[src/shared/adc_stat_defs.svh]
// Register map, field positions, reset values and contract of the converter status block
//
// Contract
// - Overflow flag set by accumulator, filter or deviation
// - Above-upper flag when deviation exceeds upper limit
// - Below-lower flag when deviation under lower limit
// - Computation-done flag set and cleared by hardware
// - Stage code 3 bits, 100 never used
// - Stage code unreliable on RC clock, slow system
// - Conversion clock is system clock over 2*(field+1)
// - Negative reference external pin when select is one
// - Positive reference 11 fixed, 10 pin, 00 supply
// - Channel code selects ports, ground, temperature, DAC, references
// - Reserved channel codes leave converter input open
// - Unimplemented bits read zero, writes ignored
`ifndef ADC_STAT_DEFS_SVH
`define ADC_STAT_DEFS_SVH

// ----------------------------------------------------------------
// Register byte offsets
// ----------------------------------------------------------------
`define OFS_CONVERTER_STATUS  8'h00
`define OFS_CLOCK_DIVIDER     8'h04
`define OFS_REFERENCE_SELECT  8'h08
`define OFS_CHANNEL_SELECT    8'h0C
`define OFS_EVENT_STATUS      8'h10
`define OFS_EVENT_MASK        8'h14

// ----------------------------------------------------------------
// Field positions
// ----------------------------------------------------------------
`define POS_OVERFLOW     7
`define POS_ABOVE_UPPER  6
`define POS_BELOW_LOWER  5
`define POS_DONE         4
`define POS_NEGATIVE_REFERENCE_SELECT         4
`define WID_STAGE        3
`define WID_DIVIDER      6
`define WID_PREF         2
`define WID_CHANNEL      6
`define WID_EVENTS       4

// ----------------------------------------------------------------
// Reset values
// ----------------------------------------------------------------
`define RST_DIVIDER      6'h00
`define RST_NEGATIVE_REFERENCE_SELECT         1'b0
`define RST_PREF         2'h0
`define RST_CHANNEL      6'h00
`define RST_EVENTS       4'h0

`endif

[src/shared/adc_stat_pkg.sv]
// Types shared by the converter status block
`default_nettype none
package adc_stat_pkg;

  typedef enum logic [2:0] {
    STAGE_IDLE  = 3'h0,
    STAGE_PRE1  = 3'h1,
    STAGE_ACQ1  = 3'h2,
    STAGE_CONV1 = 3'h3,
    STAGE_PRE2  = 3'h5,
    STAGE_ACQ2  = 3'h6,
    STAGE_CONV2 = 3'h7
  } stage_t;

  typedef enum logic [1:0] {
    PREF_SUPPLY   = 2'h0,
    PREF_RESERVED = 2'h1,
    PREF_PIN      = 2'h2,
    PREF_FIXED    = 2'h3
  } pref_t;

  typedef enum logic [2:0] {
    IN_NONE   = 3'h0,
    IN_PORT   = 3'h1,
    IN_GROUND = 3'h2,
    IN_TEMP   = 3'h3,
    IN_DAC    = 3'h4,
    IN_FIXED1 = 3'h5,
    IN_FIXED2 = 3'h6
  } input_kind_t;

endpackage
`default_nettype wire

[src/shared/conv_clk_if.sv]
// Link between the register logic and the conversion clock divider
`timescale 1ns/10ps
`default_nettype none
interface conv_clk_if;
  logic [5:0] divisor;
  logic       level;
  logic       rise;

  modport ctrl (output divisor, input level, input rise);
  modport div  (input divisor, output level, output rise);
endinterface
`default_nettype wire

[src/hw/adc_status_select.sv]
// Converter status, clock divider, reference and channel selection registers on APB
//
// Design decisions made here: the placing of the registers and the APB slave port.
`timescale 1ns/10ps
`default_nettype none
`include "adc_stat_defs.svh"
module adc_status_select
  import adc_stat_pkg::*;
#(
  parameter int DEV_W = 16
)(
  input  wire logic              CLK_I,
  input  wire logic              SRST_I,
  input  wire logic              CE_I,
  input  wire logic              PSEL_I,
  input  wire logic              PENABLE_I,
  input  wire logic              PWRITE_I,
  input  wire logic [7:0]        PADDR_I,
  input  wire logic [31:0]       PWDATA_I,
  output logic      [31:0]       PRDATA_O,
  output logic                   PREADY_O,
  output logic                   PSLVERR_O,
  input  wire logic [2:0]        STAGE_I,
  input  wire logic              ACC_OVF_I,
  input  wire logic              FILTER_OVF_I,
  input  wire logic              DEV_OVF_I,
  input  wire logic              OVF_CLEAR_I,
  input  wire logic              UPDATE_I,
  input  wire logic              DONE_CLEAR_I,
  input  wire logic [DEV_W-1:0]  DEVIATION_I,
  input  wire logic [DEV_W-1:0]  UPPER_LIMIT_I,
  input  wire logic [DEV_W-1:0]  LOWER_LIMIT_I,
  output logic                   CONV_CLK_O,
  output logic                   NEGATIVE_REFERENCE_SELECT_EXT_O,
  output logic      [1:0]        PREF_SEL_O,
  output logic      [2:0]        CHAN_KIND_O,
  output logic      [2:0]        CHAN_PORT_O,
  output logic      [2:0]        CHAN_PIN_O,
  output logic                   CHAN_CONNECT_O,
  output logic                   IRQ_O
);

  // ----------------------------------------------------------------
  // Channel decoding
  // ----------------------------------------------------------------
  function automatic input_kind_t kind_of(input logic [5:0] code);
    input_kind_t k;
    k = IN_NONE;
    if (code < 6'h23 || (code >= 6'h28 && code < 6'h30))
      k = IN_PORT;
    else if (code == 6'h3B)
      k = IN_GROUND;
    else if (code == 6'h3C)
      k = IN_TEMP;
    else if (code == 6'h3D)
      k = IN_DAC;
    else if (code == 6'h3E)
      k = IN_FIXED1;
    else if (code == 6'h3F)
      k = IN_FIXED2;
    return k;
  endfunction

  // ----------------------------------------------------------------
  // Divider
  // ----------------------------------------------------------------
  conv_clk_if clk_link ();

  conv_clk_divider #(.DIV_W(`WID_DIVIDER)) u_div (
    .clk_i  (CLK_I),
    .srst_i (SRST_I),
    .ce_i   (CE_I),
    .link   (clk_link.div)
  );

  // ----------------------------------------------------------------
  // State
  // ----------------------------------------------------------------
  logic [5:0]  divider;
  logic [5:0]  next_divider;
  logic        negative_reference_select;
  logic        next_negative_reference_select;
  logic [1:0]  pref;
  logic [1:0]  next_pref;
  logic [5:0]  channel;
  logic [5:0]  next_channel;
  logic        ovf;
  logic        next_ovf;
  logic        above;
  logic        next_above;
  logic        below;
  logic        next_below;
  logic        done;
  logic        next_done;
  logic [2:0]  stage;
  logic [2:0]  next_stage;
  logic [3:0]  ev_status;
  logic [3:0]  next_ev_status;
  logic [3:0]  ev_mask;
  logic [3:0]  next_ev_mask;
  logic        next_irq;
  logic [31:0] next_prdata;
  logic        next_pready;
  logic        next_pslverr;
  logic        next_conv_clk;
  logic [2:0]  next_kind;
  logic        wr_strobe;
  logic        access;
  logic        mapped;
  logic [3:0]  ev_set;
  logic [7:0]  status_byte;

  assign clk_link.divisor = divider;
  assign access      = PSEL_I && PENABLE_I;
  assign wr_strobe   = access && PREADY_O && PWRITE_I;
  assign status_byte = {ovf, above, below, done, 1'b0, stage};
  assign mapped      = PADDR_I[1:0] == 2'b00 && PADDR_I <= `OFS_EVENT_MASK;

  // ----------------------------------------------------------------
  // Status flags
  // ----------------------------------------------------------------
  always_comb
  begin
    next_ovf = ovf;
    if (OVF_CLEAR_I)
      next_ovf = 1'b0;
    if (ACC_OVF_I || FILTER_OVF_I || DEV_OVF_I)
      next_ovf = 1'b1;
    next_above = above;
    next_below = below;
    if (UPDATE_I)
    begin
      next_above = $signed(DEVIATION_I) > $signed(UPPER_LIMIT_I);
      next_below = $signed(DEVIATION_I) < $signed(LOWER_LIMIT_I);
    end
    next_done = done;
    if (DONE_CLEAR_I)
      next_done = 1'b0;
    if (UPDATE_I)
      next_done = 1'b1;
    // An unused code is shown as idle rather than passed on
    next_stage = (STAGE_I == 3'h4) ? STAGE_IDLE : STAGE_I;
  end

  always_ff @(posedge CLK_I)
  begin
    if (SRST_I)
    begin
      ovf   <= 1'b0;
      above <= 1'b0;
      below <= 1'b0;
      done  <= 1'b0;
      stage <= STAGE_IDLE;
    end
    else if (CE_I)
    begin
      ovf   <= next_ovf;
      above <= next_above;
      below <= next_below;
      done  <= next_done;
      stage <= next_stage;
    end
  end

  // ----------------------------------------------------------------
  // Configuration and event registers
  // ----------------------------------------------------------------
  always_comb
  begin
    next_divider = divider;
    next_negative_reference_select    = negative_reference_select;
    next_pref    = pref;
    next_channel = channel;
    next_ev_mask = ev_mask;
    ev_set = {ACC_OVF_I || FILTER_OVF_I || DEV_OVF_I,
              UPDATE_I && !above && next_above,
              UPDATE_I && !below && next_below,
              UPDATE_I};
    next_ev_status = ev_status;
    // Status register writes fall through: no flag or stage bit is writable
    if (wr_strobe)
    begin
      unique case (PADDR_I)
        `OFS_CLOCK_DIVIDER:
          next_divider = PWDATA_I[5:0];
        `OFS_REFERENCE_SELECT:
        begin
          next_negative_reference_select = PWDATA_I[`POS_NEGATIVE_REFERENCE_SELECT];
          next_pref = PWDATA_I[1:0];
        end
        `OFS_CHANNEL_SELECT:
          next_channel = PWDATA_I[5:0];
        `OFS_EVENT_STATUS:
          next_ev_status = ev_status & ~PWDATA_I[3:0];
        `OFS_EVENT_MASK:
          next_ev_mask = PWDATA_I[3:0];
        default:
          next_ev_mask = ev_mask;
      endcase
    end
    // A new event wins over a clear in the same cycle
    next_ev_status = next_ev_status | ev_set;
    next_irq       = |(next_ev_status & next_ev_mask);
    next_conv_clk  = clk_link.level;
    next_kind      = kind_of(next_channel);
  end

  always_ff @(posedge CLK_I)
  begin
    if (SRST_I)
    begin
      divider        <= `RST_DIVIDER;
      negative_reference_select           <= `RST_NEGATIVE_REFERENCE_SELECT;
      pref           <= `RST_PREF;
      channel        <= `RST_CHANNEL;
      ev_status      <= `RST_EVENTS;
      ev_mask        <= `RST_EVENTS;
      IRQ_O          <= 1'b0;
      CONV_CLK_O     <= 1'b0;
      NEGATIVE_REFERENCE_SELECT_EXT_O     <= `RST_NEGATIVE_REFERENCE_SELECT;
      PREF_SEL_O     <= `RST_PREF;
      CHAN_KIND_O    <= IN_PORT;
      CHAN_PORT_O    <= 3'h0;
      CHAN_PIN_O     <= 3'h0;
      CHAN_CONNECT_O <= 1'b1;
    end
    else if (CE_I)
    begin
      divider        <= next_divider;
      negative_reference_select           <= next_negative_reference_select;
      pref           <= next_pref;
      channel        <= next_channel;
      ev_status      <= next_ev_status;
      ev_mask        <= next_ev_mask;
      IRQ_O          <= next_irq;
      CONV_CLK_O     <= next_conv_clk;
      NEGATIVE_REFERENCE_SELECT_EXT_O     <= next_negative_reference_select;
      PREF_SEL_O     <= next_pref;
      CHAN_KIND_O    <= next_kind;
      CHAN_PORT_O    <= next_channel[5:3];
      CHAN_PIN_O     <= next_channel[2:0];
      CHAN_CONNECT_O <= next_kind != IN_NONE;
    end
  end

  // ----------------------------------------------------------------
  // APB answer
  // ----------------------------------------------------------------
  // One wait state keeps read data and the answer straight out of flops
  always_comb
  begin
    next_pready  = access && !PREADY_O;
    next_pslverr = next_pready && !mapped;
    next_prdata  = PRDATA_O;
    if (next_pready)
    begin
      next_prdata = 32'h0000_0000;
      unique case (PADDR_I)
        `OFS_CONVERTER_STATUS:
          next_prdata[7:0] = status_byte;
        `OFS_CLOCK_DIVIDER:
          next_prdata[5:0] = divider;
        `OFS_REFERENCE_SELECT:
          next_prdata[4:0] = {negative_reference_select, 2'b00, pref};
        `OFS_CHANNEL_SELECT:
          next_prdata[5:0] = channel;
        `OFS_EVENT_STATUS:
          next_prdata[3:0] = ev_status;
        `OFS_EVENT_MASK:
          next_prdata[3:0] = ev_mask;
        default:
          next_prdata = 32'h0000_0000;
      endcase
    end
  end

  always_ff @(posedge CLK_I)
  begin
    if (SRST_I)
    begin
      PRDATA_O  <= 32'h0000_0000;
      PREADY_O  <= 1'b0;
      PSLVERR_O <= 1'b0;
    end
    else if (CE_I)
    begin
      PRDATA_O  <= next_prdata;
      PREADY_O  <= next_pready;
      PSLVERR_O <= next_pslverr;
    end
  end
endmodule
`default_nettype wire

[src/hw/conv_clk_divider.sv]
// Conversion clock divider: system clock over 2*(divisor+1)
`timescale 1ns/10ps
`default_nettype none
module conv_clk_divider
  import adc_stat_pkg::*;
#(
  parameter int DIV_W = 6
)(
  input  wire logic clk_i,
  input  wire logic srst_i,
  input  wire logic ce_i,
  conv_clk_if.div   link
);

  logic [DIV_W-1:0] count;
  logic [DIV_W-1:0] next_count;
  logic             level;
  logic             next_level;
  logic             rise;
  logic             next_rise;

  // Half period is divisor+1 system cycles; a divisor change acts at once on the running half period
  always_comb
  begin
    next_count = count + 1'b1;
    next_level = level;
    next_rise  = 1'b0;
    if (count >= link.divisor)
    begin
      next_count = '0;
      next_level = ~level;
      next_rise  = ~level;
    end
  end

  always_ff @(posedge clk_i)
  begin
    if (srst_i)
    begin
      count <= '0;
      level <= 1'b0;
      rise  <= 1'b0;
    end
    else if (ce_i)
    begin
      count <= next_count;
      level <= next_level;
      rise  <= next_rise;
    end
  end

  assign link.level = level;
  assign link.rise  = rise;
endmodule
`default_nettype wire

[config.mk]
export PLATFORM = sky130hd
export DESIGN_NAME = adc_status_select
export DESIGN_NICKNAME = d
export VERILOG_FILES = /design/src/shared/adc_stat_pkg.sv /design/src/shared/conv_clk_if.sv /design/src/hw/adc_status_select.sv /design/src/hw/conv_clk_divider.sv
export VERILOG_INCLUDE_DIRS = /design/src /design/src/shared
export SDC_FILE = /design/constraint.sdc
export NUM_CORES = 1
export LEC_CHECK = 0
export BUFFER_PORTS_ARGS = -buffer_cell sky130_fd_sc_hd__buf_2
export CAP_MARGIN = 20
export CORE_UTILIZATION = 53
export CTS_BUF_LIST = sky130_fd_sc_hd__clkbuf_16
export DETAILED_ROUTE_END_ITERATION = 12
export GPL_ROUTABILITY_DRIVEN = 0
export PLACE_DENSITY = 0.85
export SLEW_MARGIN = 5
export SYNTH_ARGS = -nofsm -noshare
export SYNTH_HDL_FRONTEND = slang
export SYNTH_SLANG_ARGS = --single-unit
[constraint.sdc]
create_clock -name CLK_I -period 6.86 [get_ports CLK_I]
set_clock_uncertainty 0.1 [all_clocks]
set_input_delay 1.372 -clock CLK_I [delete_from_list [all_inputs] [get_ports CLK_I]]
set_output_delay 1.372 -clock CLK_I [all_outputs]
set_load 0.1 [all_outputs]
==> results.sh <==
export IMPL_leakage_nw=2.04
export IMPL_drt_pass1_iter_count=5
export IMPL_routed_wl_um=9050
export IMPL_ir_drop_uv=111
export IMPL_seq_power_share_pct=41.1
export IMPL_final_nets=695
export IMPL_synth_largest_area_cell="dfxtp_1"
export IMPL_syn_mean_instance_area_um2=7.99
export IMPL_cp_start_kind="input port"
export IMPL_grt_overflow=0
export IMPL_grt_pass1_wl_um=14800
export IMPL_synth_top_family_by_area="simple AND/OR/NAND/NOR gates"
export IMPL_grt_use_total_pct=24.7
export IMPL_yosys_cell_types_count=58
export IMPL_vias=3626
export IMPL_synthCells=468
export IMPL_synthFlopType="dfxtp_1"
export IMPL_syn2layout_area_growth_pct=16.1
export IMPL_ys_async_sr_fraction_pct=0
export IMPL_fmax_mhz=259
export IMPL_synthTopCellsByArea="dfxtp_1, ha_1, a21oi_1"
export IMPL_ant_nets=0
export IMPL_switching_share_pct=31.4
export IMPL_rsz0062_at_grt="false"
export IMPL_synth_area_mm2=0.00374
export IMPL_hold_path_class="reg2reg"
export IMPL_worstPathCellList="buf_2, or4_4, nor4_4, o21ai_0, a311oi_1, o21ai_0"
export IMPL_worstSetupEndpointType="flop"
export IMPL_cts_clk_slew_worst_paths_ps=70
export IMPL_worstMarginPinSlew_ps=928
export IMPL_critical_path_top_delay_family="simple AND/OR/NAND/NOR gates"
export IMPL_crit_slowest_cell="nor4_4"
export IMPL_path_max_fanout=21
export IMPL_insertion_delay_ps=280
export IMPL_finalPower_w=0.000783
export IMPL_critPathKind="in2reg"
export IMPL_ys_ff_latch=53
export IMPL_pwr_share_comb_pct=24.0
export IMPL_antenna_found_initial=0
export IMPL_cts_hold_fix_buffers=0
export IMPL_grt_max_degree=51
export IMPL_coreArea_mm2=0.00679
export IMPL_drive_above_1_share_pct=22.0
export IMPL_timing_final_crit_period_ps=3850
export IMPL_met1_usage_pct=29.3
export IMPL_yosys_top_cells_count="dfxtp_1, a21oi_1, nand2_1"
export IMPL_switchingPower_w=0.000246
export IMPL_post_synth_top_count_cell="dfxtp_1"
export IMPL_p_per_area_mw_per_mm2=180
export IMPL_synth_compound_area_share_pct=15.7
export IMPL_first_global_vias=3371
export IMPL_maxCapViolations=0
export IMPL_clock_root_buffer="clkbuf_16"
export IMPL_synthXorXnorAreaFrac_pct=1.41
export IMPL_p_int_w=0.000537
export IMPL_finalCritPeriodShare_pct=56.2
export IMPL_crit_top_cell="o21ai_0"
export IMPL_cts_tree="built"
export IMPL_vias_per_cell=5.57
export IMPL_clkPwrFrac_pct=34.8
export IMPL_numCtsBuffers=5
export IMPL_htree_levels=2
export IMPL_tns_ps=0
export IMPL_slew_headroom_pct=37.6
export IMPL_synth_adder_area_share_pct=12.7
export IMPL_post_route_drc_count=0
export IMPL_cts_repair_resize_count=0
export IMPL_cts_buffer_depth=2
export IMPL_grt_busiest_layer="met2"
export IMPL_grtUsageMet3_pct=4.52
export IMPL_hold_viol=0
export IMPL_seq_area_frac_synth_pct=28.4
export IMPL_yosysTopAreaCellShare_pct=28.4
export IMPL_initial_core_util_pct=55.0
export IMPL_drt_iter0_markers=257
export IMPL_met2_usage_pct=43.9
export IMPL_die_h_um=86
export IMPL_critPathArrivalTime_ps=3900
export IMPL_crit_buf_inv=1
export IMPL_cts_setup_buffers=0
export IMPL_yosysWarnings=0
export IMPL_synth_edf_count=0
export IMPL_port_buffers=101
export IMPL_die_area_mm2=0.00740
export IMPL_wire_per_inst_um=13.9
export IMPL_synthMuxAreaShare_pct=7.06
export IMPL_ios=152
export IMPL_clock_sinks=53
export IMPL_report_final_slew_viol_count=0
export IMPL_post_synth_and_or_nand_nor_area_fraction_pct=23.1
export IMPL_outcome="finished clean"
export IMPL_die_x_um=86
export IMPL_required_ps=6910
export IMPL_hpwl_um=6960
export IMPL_row_count=30
export IMPL_critPathMaxStageDelay_ps=840
export IMPL_setup_viol=0
export IMPL_antenna_cells=0
==> per-stage QoR <==
stage | hold WS (ps) | std cells | util, % | worst slack (ps) | area [um2]
after CTS | 353 | 651 | 63.9 | 3060 | 4340
after global routing | 382 | 651 | 63.9 | 2770 | 4340
after global placement | 341 | 643 | 61.5 | 2850 | 4180
after floorplan | 333 | 491 | - | 3450 | 3830
after detailed placement | 344 | 643 | 61.5 | 2770 | 4180
final | 348 | 651 | 63.9 | 3010 | 4340
==> worst paths after layout <==
check                        end  depth (start not counted)  slack (ps)   startpoint
setup reg to reg  CHAN_CONNECT_O                          5        3940     PREADY_O
hold / removal       PRDATA_O[1]                          2         350  PRDATA_O[1]
hold reg to reg      PRDATA_O[1]                          2         350  PRDATA_O[1]
setup / recovery  CHAN_CONNECT_O                          6        3010   PADDR_I[0]
==> state kept, by name, indices dropped and copies added, names as in the netlist, 2 cells and up <==
name	cells
CHAN_KIND_O	3
stage	3
clk_link.divisor	6
pref	2
CHAN_PIN_O	2
PRDATA_O	8
ev_mask	4
CHAN_PORT_O	3
ev_status	4
u_div.count	6
==> routing by layer <==
layer / vias to the layer above / wire, um
li1: 1773 / -
met1: 1678 / 3650
met2: 148 / 4620
met3: 27 / 586
met4: 0 / 196
met5: - / 0
==> worst reg2reg max path: cells and delay by family, from the launching register on <==
kind | cells | cell delay [ps]
AOI/OAI and AO/OA | 3 | 990
DFF | 1 | 380
and+or+nand+nor | 2 | 1320
==> cell usage in the layout, fill, tap and decap left out, types with 4 or more instances in the layout <==
cell type | Yosys | final
nand3_1 | 21 | 21
nand3b_1 | 4 | 4
nor2_1 | 33 | 33
ha_1 | 38 | 38
nor3_1 | 9 | 9
conb_1 | 1 | 24
clkbuf_16 | 0 | 5
a211oi_1 | 4 | 4
dfxtp_1 | 53 | 53
o211ai_1 | 4 | 4
nand2_1 | 48 | 48
inv_1 | 43 | 44
mux4_2 | 4 | 4
a21oi_1 | 48 | 48
mux2i_1 | 14 | 14
nand2b_1 | 6 | 6
nor2b_1 | 6 | 6
nand4_1 | 13 | 13
o21ai_0 | 16 | 16
buf_2 | 2 | 101
nor4_1 | 4 | 4
==> power by group through the flow <==
stage	logic (W)	clock network, W	registers (W)
after floorplan	0.000138	0	0.000343
after global placement	0.000182	0	0.000328
after detailed placement	0.000187	0	0.000329
after CTS	0.000187	0.000277	0.000322
after global routing	0.000203	0.000291	0.000322
final	0.000188	0.000273	0.000322
==> kinds of logic after synthesis <==
kind of cell / count (synthesis)
AND/OR/NAND/NOR: 165
AO/OA/AOI/OAI: 96
XOR/XNOR: 6
buffers and inverters: 88
flip-flops: 53
adder cells (fa/ha/maj): 38
other: 1
multiplexers: 21
==> area by class of cell <==
type                            count  area [um2]
Clock buffer                        5         125
Clock inverter                      3        37.5
Fill cell                         575        2450
Inverter                           43         161
Multi-Input combinational cell    350        2330
Sequential cell                    53        1060
Tap cell                           96         120
Timing Repair Buffer              101         505
Note: power is estimated with default switching activity, not from simulation.
